**src/verilog/scr_consts.svh**
```systemverilog
// Constants of the configuration register core and its host controller.
// Assumes it is included by the package and the modules by its bare name.
`ifndef SCR_CONSTS_SVH
`define SCR_CONSTS_SVH
`define SCR_A_PORT 8'h00
`define SCR_A_ID 8'h01
`define SCR_A_GRADE 8'h02
`define SCR_A_IDX2 8'h04
`define SCR_A_IDX1 8'h05
`define SCR_A_COMMIT 8'hFF
`define SCR_A_FUNC_LO 8'h08
`define SCR_A_FUNC_HI 8'h2D
`define SCR_FUNC_NUM 38
`define SCR_PORT_RST 8'h18
`define SCR_PORT_FIXED 8'h18
`define SCR_PORT_WMASK 8'h66
`define SCR_IDX_RST 8'h0F
`define SCR_IDX2_WMASK 8'h0F
`define SCR_IDX1_WMASK 8'h3F
`define SCR_COMMIT_WMASK 8'h01
`define SCR_FUNC_RST 8'h00
`define SCR_BYTE_ZERO 8'h00
`define SCR_BYTE_ONES 8'hFF
`define SCR_B_LSB_HI 6
`define SCR_B_LSB_LO 1
`define SCR_B_SRST_HI 5
`define SCR_B_SRST_LO 2
`define SCR_B_COMMIT 0
`define SCR_B_GRADE_LO 4
`define SCR_B_GRADE_HI 5
`define SCR_PART_ID 8'h5A
`define SCR_SPEED_CODE 2'h0
`define SCR_H_TADDR 4'h0
`define SCR_H_WDATA 4'h1
`define SCR_H_CMD 4'h2
`define SCR_H_STATUS 4'h3
`define SCR_H_RDATA 4'h4
`define SCR_C_WRITE 0
`define SCR_C_READ 1
`define SCR_C_SETUP 2
`define SCR_C_COMMIT 3
`define SCR_S_BUSY 0
`define SCR_S_REFUSED 1
`endif

```
**src/verilog/scr_pkg.sv**
```systemverilog
// Types and shared address decoding of the configuration register core.
// Assumes scr_consts.svh is on the include path.
`include "scr_consts.svh"
package scr_pkg;
  typedef logic [7:0] scr_byte_t;
  typedef enum logic [0:0] {SCR_IDLE, SCR_BUSY} scr_host_state_t;

  function automatic logic scr_is_func(input scr_byte_t a);
    return (a >= `SCR_A_FUNC_LO) && (a <= `SCR_A_FUNC_HI);
  endfunction

  function automatic logic scr_is_defined(input scr_byte_t a);
    return scr_is_func(a) || (a == `SCR_A_PORT) || (a == `SCR_A_ID) ||
      (a == `SCR_A_GRADE) || (a == `SCR_A_IDX2) || (a == `SCR_A_IDX1) ||
      (a == `SCR_A_COMMIT);
  endfunction

  function automatic scr_byte_t scr_wmask(input scr_byte_t a);
    scr_byte_t m;
    m = `SCR_BYTE_ZERO;
    case (a)
      `SCR_A_PORT: m = `SCR_PORT_WMASK;
      `SCR_A_IDX2: m = `SCR_IDX2_WMASK;
      `SCR_A_IDX1: m = `SCR_IDX1_WMASK;
      `SCR_A_COMMIT: m = `SCR_COMMIT_WMASK;
      default: m = scr_is_func(a) ? `SCR_BYTE_ONES : `SCR_BYTE_ZERO;
    endcase
    return m;
  endfunction
endpackage

```
**src/verilog/scr_link_if.sv**
```systemverilog
// Byte-wide register link between the host controller and the register core.
// Assumes both ends run on the same core clock.
interface scr_link_if;
  logic [7:0] addr;
  logic [7:0] wdata;
  logic wr;
  logic rd;
  logic [7:0] rdata;
  modport dev (input addr, input wdata, input wr, input rd, output rdata);
  modport host (output addr, output wdata, output wr, output rd, input rdata);
endinterface

```
**src/verilog/scr_device.sv**
```systemverilog
// Register core of the serial configuration port: setup, identity, index and function bytes.
// Assumes the link strobes are one cycle long, synchronous to core_clk, never both at once.
//
// How it works
// Every location is one byte wide.
// Setup, index/transfer and function address groups.
// Bit 7 is the most significant bit.
// Function bytes become active only after commit.
// Host writes no undefined addresses.
// Host writes zero into reserved bits.
// Any reset loads documented defaults automatically.
// Port setup mirrors order bit; fixed bits; 0x18.
// Host mirrors fields; device honours either copy.
// Soft-reset field resets chip when set.
// Part identifier is read-only and fixed.
// Speed grade code sits in bits 5:4.
// Commit bit copies master to active at once.
// MSB first after reset; changed by setup only.
// Soft-reset field clears itself after reset.
// Writes to read-only bytes are ignored.
`include "scr_consts.svh"
module scr_device #(
  // Arbitrary value, not the identity of any real part.
  parameter logic [7:0] PART_ID = `SCR_PART_ID,
  parameter logic [1:0] SPEED_CODE = `SCR_SPEED_CODE
) (
  input wire logic core_clk,
  input wire logic reset_n,
  scr_link_if.dev link,
  input wire logic [5:0] act_sel,
  output logic [7:0] act_data_q,
  output logic lsb_first,
  output logic soft_reset_busy,
  output logic [7:0] index2_q,
  output logic [7:0] index1_q
);
  // ------------------------------------------------------------
  // Setup and index bytes
  // ------------------------------------------------------------
  logic [7:0] port_q;
  logic [7:0] port_d;
  logic [7:0] index2_d;
  logic [7:0] index1_d;
  logic srst_q;
  logic srst_d;
  logic commit;
  logic [7:0] rdata_q;
  logic [7:0] rdata_d;
  logic [7:0] act_data_d;
  logic [7:0] func_master [`SCR_FUNC_NUM];
  logic [7:0] func_active [`SCR_FUNC_NUM];
  logic [7:0] grade_byte;
  logic [5:0] rd_idx;
  logic new_lsb;
  logic new_srst;

  // Either mirror copy counts, so a write in the wrong bit order still lands.
  assign new_lsb = link.wdata[`SCR_B_LSB_HI] | link.wdata[`SCR_B_LSB_LO];
  assign new_srst = link.wdata[`SCR_B_SRST_HI] | link.wdata[`SCR_B_SRST_LO];

  always_comb begin
    grade_byte = `SCR_BYTE_ZERO;
    grade_byte[`SCR_B_GRADE_HI:`SCR_B_GRADE_LO] = SPEED_CODE;
  end

  assign commit = link.wr && !srst_q && (link.addr == `SCR_A_COMMIT) &&
    link.wdata[`SCR_B_COMMIT];

  always_comb begin
    port_d = port_q;
    index2_d = index2_q;
    index1_d = index1_q;
    srst_d = 1'b0;
    if (srst_q) begin
      // Internal reset cycle: defaults return and the soft-reset bits drop.
      port_d = `SCR_PORT_RST;
      index2_d = `SCR_IDX_RST;
      index1_d = `SCR_IDX_RST;
    end else if (link.wr) begin
      case (link.addr)
        `SCR_A_PORT: begin
          port_d = `SCR_PORT_FIXED;
          port_d[`SCR_B_LSB_HI] = new_lsb;
          port_d[`SCR_B_LSB_LO] = new_lsb;
          port_d[`SCR_B_SRST_HI] = new_srst;
          port_d[`SCR_B_SRST_LO] = new_srst;
          srst_d = new_srst;
        end
        `SCR_A_IDX2: begin
          index2_d = link.wdata & scr_pkg::scr_wmask(link.addr);
        end
        `SCR_A_IDX1: begin
          index1_d = link.wdata & scr_pkg::scr_wmask(link.addr);
        end
        // Identifier and grade bytes have no storage, so writes fall through.
        default: begin
          port_d = port_q;
        end
      endcase
    end
  end

  always_ff @(posedge core_clk or negedge reset_n) begin
    if (!reset_n) begin
      port_q <= `SCR_PORT_RST;
      index2_q <= `SCR_IDX_RST;
      index1_q <= `SCR_IDX_RST;
      srst_q <= 1'b0;
    end else begin
      port_q <= port_d;
      index2_q <= index2_d;
      index1_q <= index1_d;
      srst_q <= srst_d;
    end
  end

  // ------------------------------------------------------------
  // Double-buffered function bytes
  // ------------------------------------------------------------
  genvar gi;
  generate
    for (gi = 0; gi < `SCR_FUNC_NUM; gi++) begin : g_func
      scr_buf_cell #(
        .RST_VAL(`SCR_FUNC_RST)
      ) u_cell (
        .core_clk(core_clk),
        .reset_n(reset_n),
        .clear(srst_q),
        .wr_en(link.wr && !srst_q &&
          (link.addr == 8'(`SCR_A_FUNC_LO + gi))),
        .wdata(link.wdata),
        .commit(commit),
        .master_q(func_master[gi]),
        .active_q(func_active[gi])
      );
    end
  endgenerate

  // ------------------------------------------------------------
  // Read path
  // ------------------------------------------------------------
  assign rd_idx = 6'(link.addr - `SCR_A_FUNC_LO);

  always_comb begin
    rdata_d = rdata_q;
    if (link.rd) begin
      case (link.addr)
        `SCR_A_PORT: rdata_d = port_q;
        `SCR_A_ID: rdata_d = PART_ID;
        `SCR_A_GRADE: rdata_d = grade_byte;
        `SCR_A_IDX2: rdata_d = index2_q;
        `SCR_A_IDX1: rdata_d = index1_q;
        // The commit bit is a one-shot, so it always reads back as zero.
        `SCR_A_COMMIT: rdata_d = `SCR_BYTE_ZERO;
        default: begin
          rdata_d = scr_pkg::scr_is_func(link.addr) ? func_master[rd_idx] :
            `SCR_BYTE_ZERO;
        end
      endcase
    end
  end

  always_comb begin
    act_data_d = `SCR_BYTE_ZERO;
    if (act_sel < 6'(`SCR_FUNC_NUM)) begin
      act_data_d = func_active[act_sel];
    end
  end

  always_ff @(posedge core_clk or negedge reset_n) begin
    if (!reset_n) begin
      rdata_q <= `SCR_BYTE_ZERO;
      act_data_q <= `SCR_FUNC_RST;
    end else begin
      rdata_q <= rdata_d;
      act_data_q <= act_data_d;
    end
  end

  assign link.rdata = rdata_q;
  assign lsb_first = port_q[`SCR_B_LSB_HI];
  assign soft_reset_busy = srst_q;
endmodule

```
**src/verilog/scr_buf_cell.sv**
```systemverilog
// One double-buffered byte: a master copy written by the host and an active copy.
// Assumes commit and clear are one-cycle pulses from the register core.
`include "scr_consts.svh"
module scr_buf_cell #(
  parameter logic [7:0] RST_VAL = `SCR_FUNC_RST
) (
  input wire logic core_clk,
  input wire logic reset_n,
  input wire logic clear,
  input wire logic wr_en,
  input wire logic [7:0] wdata,
  input wire logic commit,
  output logic [7:0] master_q,
  output logic [7:0] active_q
);
  logic [7:0] master_d;
  logic [7:0] active_d;

  always_comb begin
    master_d = master_q;
    active_d = active_q;
    if (clear) begin
      master_d = RST_VAL;
      active_d = RST_VAL;
    end else begin
      if (wr_en) begin
        master_d = wdata;
      end
      // The copy takes the master as it stood before this edge.
      if (commit) begin
        active_d = master_q;
      end
    end
  end

  always_ff @(posedge core_clk or negedge reset_n) begin
    if (!reset_n) begin
      master_q <= RST_VAL;
      active_q <= RST_VAL;
    end else begin
      master_q <= master_d;
      active_q <= active_d;
    end
  end
endmodule

```
**src/flat_wrapper.sv**
```systemverilog
// flat-port wrapper written by rule: the top's interface ports become plain ports
module scr_device_flat 
#(
                                                        
  parameter logic [7:0] PART_ID = `SCR_PART_ID,
  parameter logic [1:0] SPEED_CODE = `SCR_SPEED_CODE
)
  (core_clk, reset_n, act_sel, act_data_q, lsb_first, soft_reset_busy, index2_q, index1_q, link_addr, link_wdata, link_wr, link_rd, link_rdata);
  scr_link_if link_i ();
  input wire logic core_clk;
  input wire logic reset_n;
  input wire logic [5:0] act_sel;
  output logic [7:0] act_data_q;
  output logic lsb_first;
  output logic soft_reset_busy;
  output logic [7:0] index2_q;
  output logic [7:0] index1_q;
  input wire logic [$bits(link_i.addr)-1:0] link_addr;
  input wire logic [$bits(link_i.wdata)-1:0] link_wdata;
  input wire logic [$bits(link_i.wr)-1:0] link_wr;
  input wire logic [$bits(link_i.rd)-1:0] link_rd;
  output wire logic [$bits(link_i.rdata)-1:0] link_rdata;
  assign link_i.addr = link_addr;
  assign link_i.wdata = link_wdata;
  assign link_i.wr = link_wr;
  assign link_i.rd = link_rd;
  assign link_rdata = link_i.rdata;
  scr_device #(.PART_ID(PART_ID), .SPEED_CODE(SPEED_CODE)) u_core (.core_clk(core_clk), .reset_n(reset_n), .link(link_i), .act_sel(act_sel), .act_data_q(act_data_q), .lsb_first(lsb_first), .soft_reset_busy(soft_reset_busy), .index2_q(index2_q), .index1_q(index1_q));
endmodule
```
**config.mk**
```make
export PLATFORM = sky130hd
export DESIGN_NAME = scr_device_flat
export DESIGN_NICKNAME = d
export VERILOG_FILES = /design/src/verilog/scr_pkg.sv /design/src/verilog/scr_link_if.sv /design/src/verilog/scr_device.sv /design/src/verilog/scr_buf_cell.sv /design/src/flat_wrapper.sv
export VERILOG_INCLUDE_DIRS = /design/src /design/src/verilog
export SDC_FILE = /design/constraint.sdc
export NUM_CORES = 1
export LEC_CHECK = 0
export BUFFER_PORTS_ARGS = -buffer_cell sky130_fd_sc_hd__buf_2
export CAP_MARGIN = 5
export CORE_MARGIN = 1.5
export CORE_UTILIZATION = 45
export DETAILED_ROUTE_END_ITERATION = 8
export PLACE_DENSITY = 0.61
export SYNTH_ARGS = -nofsm -noshare
export SYNTH_HDL_FRONTEND = slang
export SYNTH_SLANG_ARGS = --single-unit
```
**constraint.sdc**
```tcl
create_clock -name core_clk -period 4 [get_ports core_clk]
set_clock_uncertainty 0.1 [all_clocks]
set_input_delay 0.8 -clock core_clk [delete_from_list [all_inputs] [get_ports core_clk]]
set_output_delay 0.8 -clock core_clk [all_outputs]
set_load 0.02 [all_outputs]
```
==> impl_metrics.csv <==
group,metric,value,unit
logic_synthesis,synth_ff_type,"dfrtp_1",
setup_path,crit_fanout,106,
timing,maxSlewViolCount,0,
cts,hold_buffers,0,
logic_synthesis,number_of_enable_type_register_cells_in_the_synthesized_netlist,0,
logic_synthesis,synth.largest_area_cell,"dfrtp_1",
detailed_routing,drc,0,
setup_path,critical_path.cell_chain,"buf_4 -> buf_4 -> nor2_1",
layout,drive_above_1_share,15.2,%
placed_design,numPortBuffers,53,
setup_path,setup.worst_path.start_class,"register",
timing,rsz_0062_raised_after_global_routing,"no",
floorplanning,die_area,70600,µm²
logic_synthesis,yosysWarningCount,0,
floorplanning,boundaryPins,60,
setup_path,required,4.34,ns
cts,clock_tree.htree_level_count,3,
floorplanning,placement_rows,96,
setup_path,critPathCaptureType,"register",
job,maxCapViolCount,0,
detailed_routing,final_antenna_net_count,0,
grt,grt_start_max_net_pins,113,
grt,grt_use_total,27.5,%
detailed_routing,drt_iter0_drc,2660,
grt,grt-ovfl-total,0,
logic_synthesis,postSynth.asyncResetShare,100,%
floorplanning,start_util,45.4,%
run_status,outcome,"finished clean",
placed_design,gp_congestion,0.906,
setup_path,crit_path_max_incr_delay,0.99,ns
detailed_routing,routed_wirelength,96200,µm
setup_path,crit_top_cell,"buf_4",
timing,hold_viol_final,0,
cts,tritoncts,"built",
logic_synthesis,synth_sequential_area_ratio,51.3,%
floorplanning,die_height,266,µm
cts,cts_buffers,71,
timing,timing.hold.ws,0.121,ns
timing,layout_worst_path_cycle_share,82.4,%
cts,numClockSinks,637,
logic_synthesis,synth.top_cells.by_area,"dfrtp_1, mux2i_1, mux4_2",
power_and_ir_drop,cellPowerDensity,416,nW/µm²
cts,root_buffer,"clkbuf_16",
timing,layout_min_cycle_time,3.30,ns
detailed_routing,wl_per_cell,25.0,µm
layout,fillers,6053,
timing,maxSlewHeadroom,17.6,%
logic_synthesis,synth_largest_type_area_fraction,50.7,%
grt,grt_first_pass_wirelength,147000,µm
floorplanning,fp.dieW,266,µm
timing,worstMarginPinSlew,1.24,ns
layout,design.final.nets,2945,
floorplanning,floorplan.core_area,68500,µm²
cts,cts_resized,0,
layout,signed_area_change_from_the_synthesized_netlist_to_the_final_layout,10.5,%
setup_path,critical_path_arrival,3.63,ns
cts,worstSkewPairLatency,0.63,ns
detailed_routing,avgViaCountPerCell,6.05,
cts,cts-root-to-sink-buffers,3,
logic_synthesis,average_footprint_of_a_synthesized_cell,10.5,µm²
detailed_routing,via_count,23300,
timing,max_freq,303,MHz
detailed_routing,drt_pre_antenna_iters,6,
power_and_ir_drop,vdd_drop_max,0.267,mV
hold_path,min_path_type,"primary input to asynchronous set/reset pin",
timing,report.final.setup_viol,0,
setup_path,critical_path.slowest_cell,"buf_4",
cts,post_cts.repair.setup_buffers,0,
logic_synthesis,synth_cell_type_count,60,
logic_synthesis,synthesized_flop_and_latch_total,637,
timing,total_negative_setup_slacks,0,ns
setup_path,crit_type,"register to register",
logic_synthesis,post_synth_inst_count,2966,
cts,cts.clk_slew.worst_paths,0.06,ns
power_and_ir_drop,power_leakage,0.0161,µW
logic_synthesis,synth.cell_area,31100,µm²
grt,first_global_vias,22900,
placed_design,hpwlAfterDp,61200,µm
grt,antenna_found_initial,7,
## through the flow
step / total power [µW] / utilization (%) / setup slack [ns] / cells / cell area (µm²)
CTS: 14400 / 50.1 / 0.776 / 3854 / 34300
global route: 14700 / 50.1 / 0.562 / 3854 / 34300
finish: 14300 / 50.1 / 0.704 / 3856 / 34300
detailed placement: 7880 / 46.8 / 0.247 / 3727 / 32100
floorplan: 7410 / - / 1.41 / 2971 / 31100
global placement: 7850 / 46.8 / 0.308 / 3727 / 32100
## where the power goes
| group | leakage (µW) | switching [µW] | internal (µW) |
|---|---|---|---|
| clock network | 0.00111 | 2700 | 3800 |
| logic | 0.00626 | 659 | 322 |
| registers | 0.00877 | 162 | 6630 |
## metal layers
metal	track usage [%]	share of wire, %	up-vias	wire (µm)
met2	40.1	44	1070	42600
met5	0	0.069	-	66
met3	6.17	8.9	214	8530
li1	-	-	10100	-
met4	11.6	4.0	10	3890
met1	39.5	43	11900	41200
## flip-flops by register name, indices dropped and copies added, names as in the netlist
register	cells
u_core.act_data_q	8
u_core.g_func.u_cell.active_q	304
u_core.g_func.u_cell.master_q	304
u_core.index1_q	6
u_core.index2_q	4
u_core.link.rdata	8
u_core.port_q	2
u_core.soft_reset_busy	1
## cells in the final DEF (no fill, tap or decap), types with 4 or more instances in the layout
cell	count
clkbuf_8	7
nand3_4	5
mux2i_1	321
nand2_1	722
nand3_1	27
inv_1	11
a21oi_1	351
nor4_4	6
a211oi_1	5
clkbuf_16	74
mux4_2	135
buf_2	48
nor3_4	13
bufinv_16	4
and3_1	4
dfrtp_1	628
o22ai_1	15
o221ai_1	8
buf_4	63
conb_1	6
o21ai_0	28
a22oi_1	17
clkinv_2	11
buf_12	15
mux2_2	20
nor2_1	294
nand3_2	8
a221oi_1	7
a22o_1	6
nand2b_1	7
clkbuf_1	26
dfstp_2	8
nand2_2	7
## synthesized netlist by cell type (all sizes together) (5+ instances only)
cell,number
nand2b,7
nand2,729
o22ai,15
nor2,297
mux2i,321
nor4,9
clkbuf,124
nand4,8
a22o,6
dfstp,8
a211oi,5
a221oi,7
nand3,40
nor3,16
a21oi,351
inv,12
o21ai,28
mux2,20
mux4,135
a22oi,17
dfrtp,629
buf,132
o221ai,8
## worst max-delay path: cells and delay by family, from the launching register on
kind          cells  cell delay [ns]
buf+inv           2             1.83
flops             1             0.87
simple gates      1             0.13
## kinds of logic after synthesis
family / count (synthesis) / share of synthesized area, %
flip-flops: 637 / 51.3
buffers and inverters: 269 / 4.08
multiplexers: 476 / 20.9
AND/OR/NAND/NOR: 1128 / 15.7
adder cells (fa/ha/maj): 1 / 0.0403
AO/OA/AOI/OAI: 454 / 7.97
other: 1 / 0.0121
## area by class of cell
cell class | count | area, µm² | share of cell area (%)
Multi-Input combinational cell | 2065 | 13900 | 40.4
Clock buffer | 107 | 2050 | 5.96
Clock inverter | 20 | 224 | 0.652
Sequential cell | 637 | 16000 | 46.5
Timing Repair Buffer | 130 | 1060 | 3.09
Inverter | 13 | 48.8 | 0.142
Tap cell | 882 | 1100 | 3.21
Antenna cell | 2 | 5.00 | 0.0146
## path summary, 6_finish.rpt
| path | startpoint | end | slack [ns] | cells after the start |
|---|---|---|---|---|
| min reg2reg | u_core.g_func[14].u_cell.active_q[0] | u_core.g_func[14].u_cell.active_q[0] | 0.42 | 2 |
| max | u_core.soft_reset_busy | u_core.g_func[23].u_cell.master_q[2] | 0.70 | 3 |
| min in group core_clk | u_core.g_func[14].u_cell.active_q[0] | u_core.g_func[14].u_cell.active_q[0] | 0.42 | 2 |
| min | reset_n | u_core.g_func[4].u_cell.master_q[1] | 0.12 | 1 |
| max reg2reg | u_core.soft_reset_busy | u_core.g_func[23].u_cell.master_q[2] | 0.70 | 3 |
| max in group asynchronous | reset_n | u_core.g_func[9].u_cell.active_q[6] | 2.55 | 2 |
No activity file was read; power rests on OpenSTA's default activity.
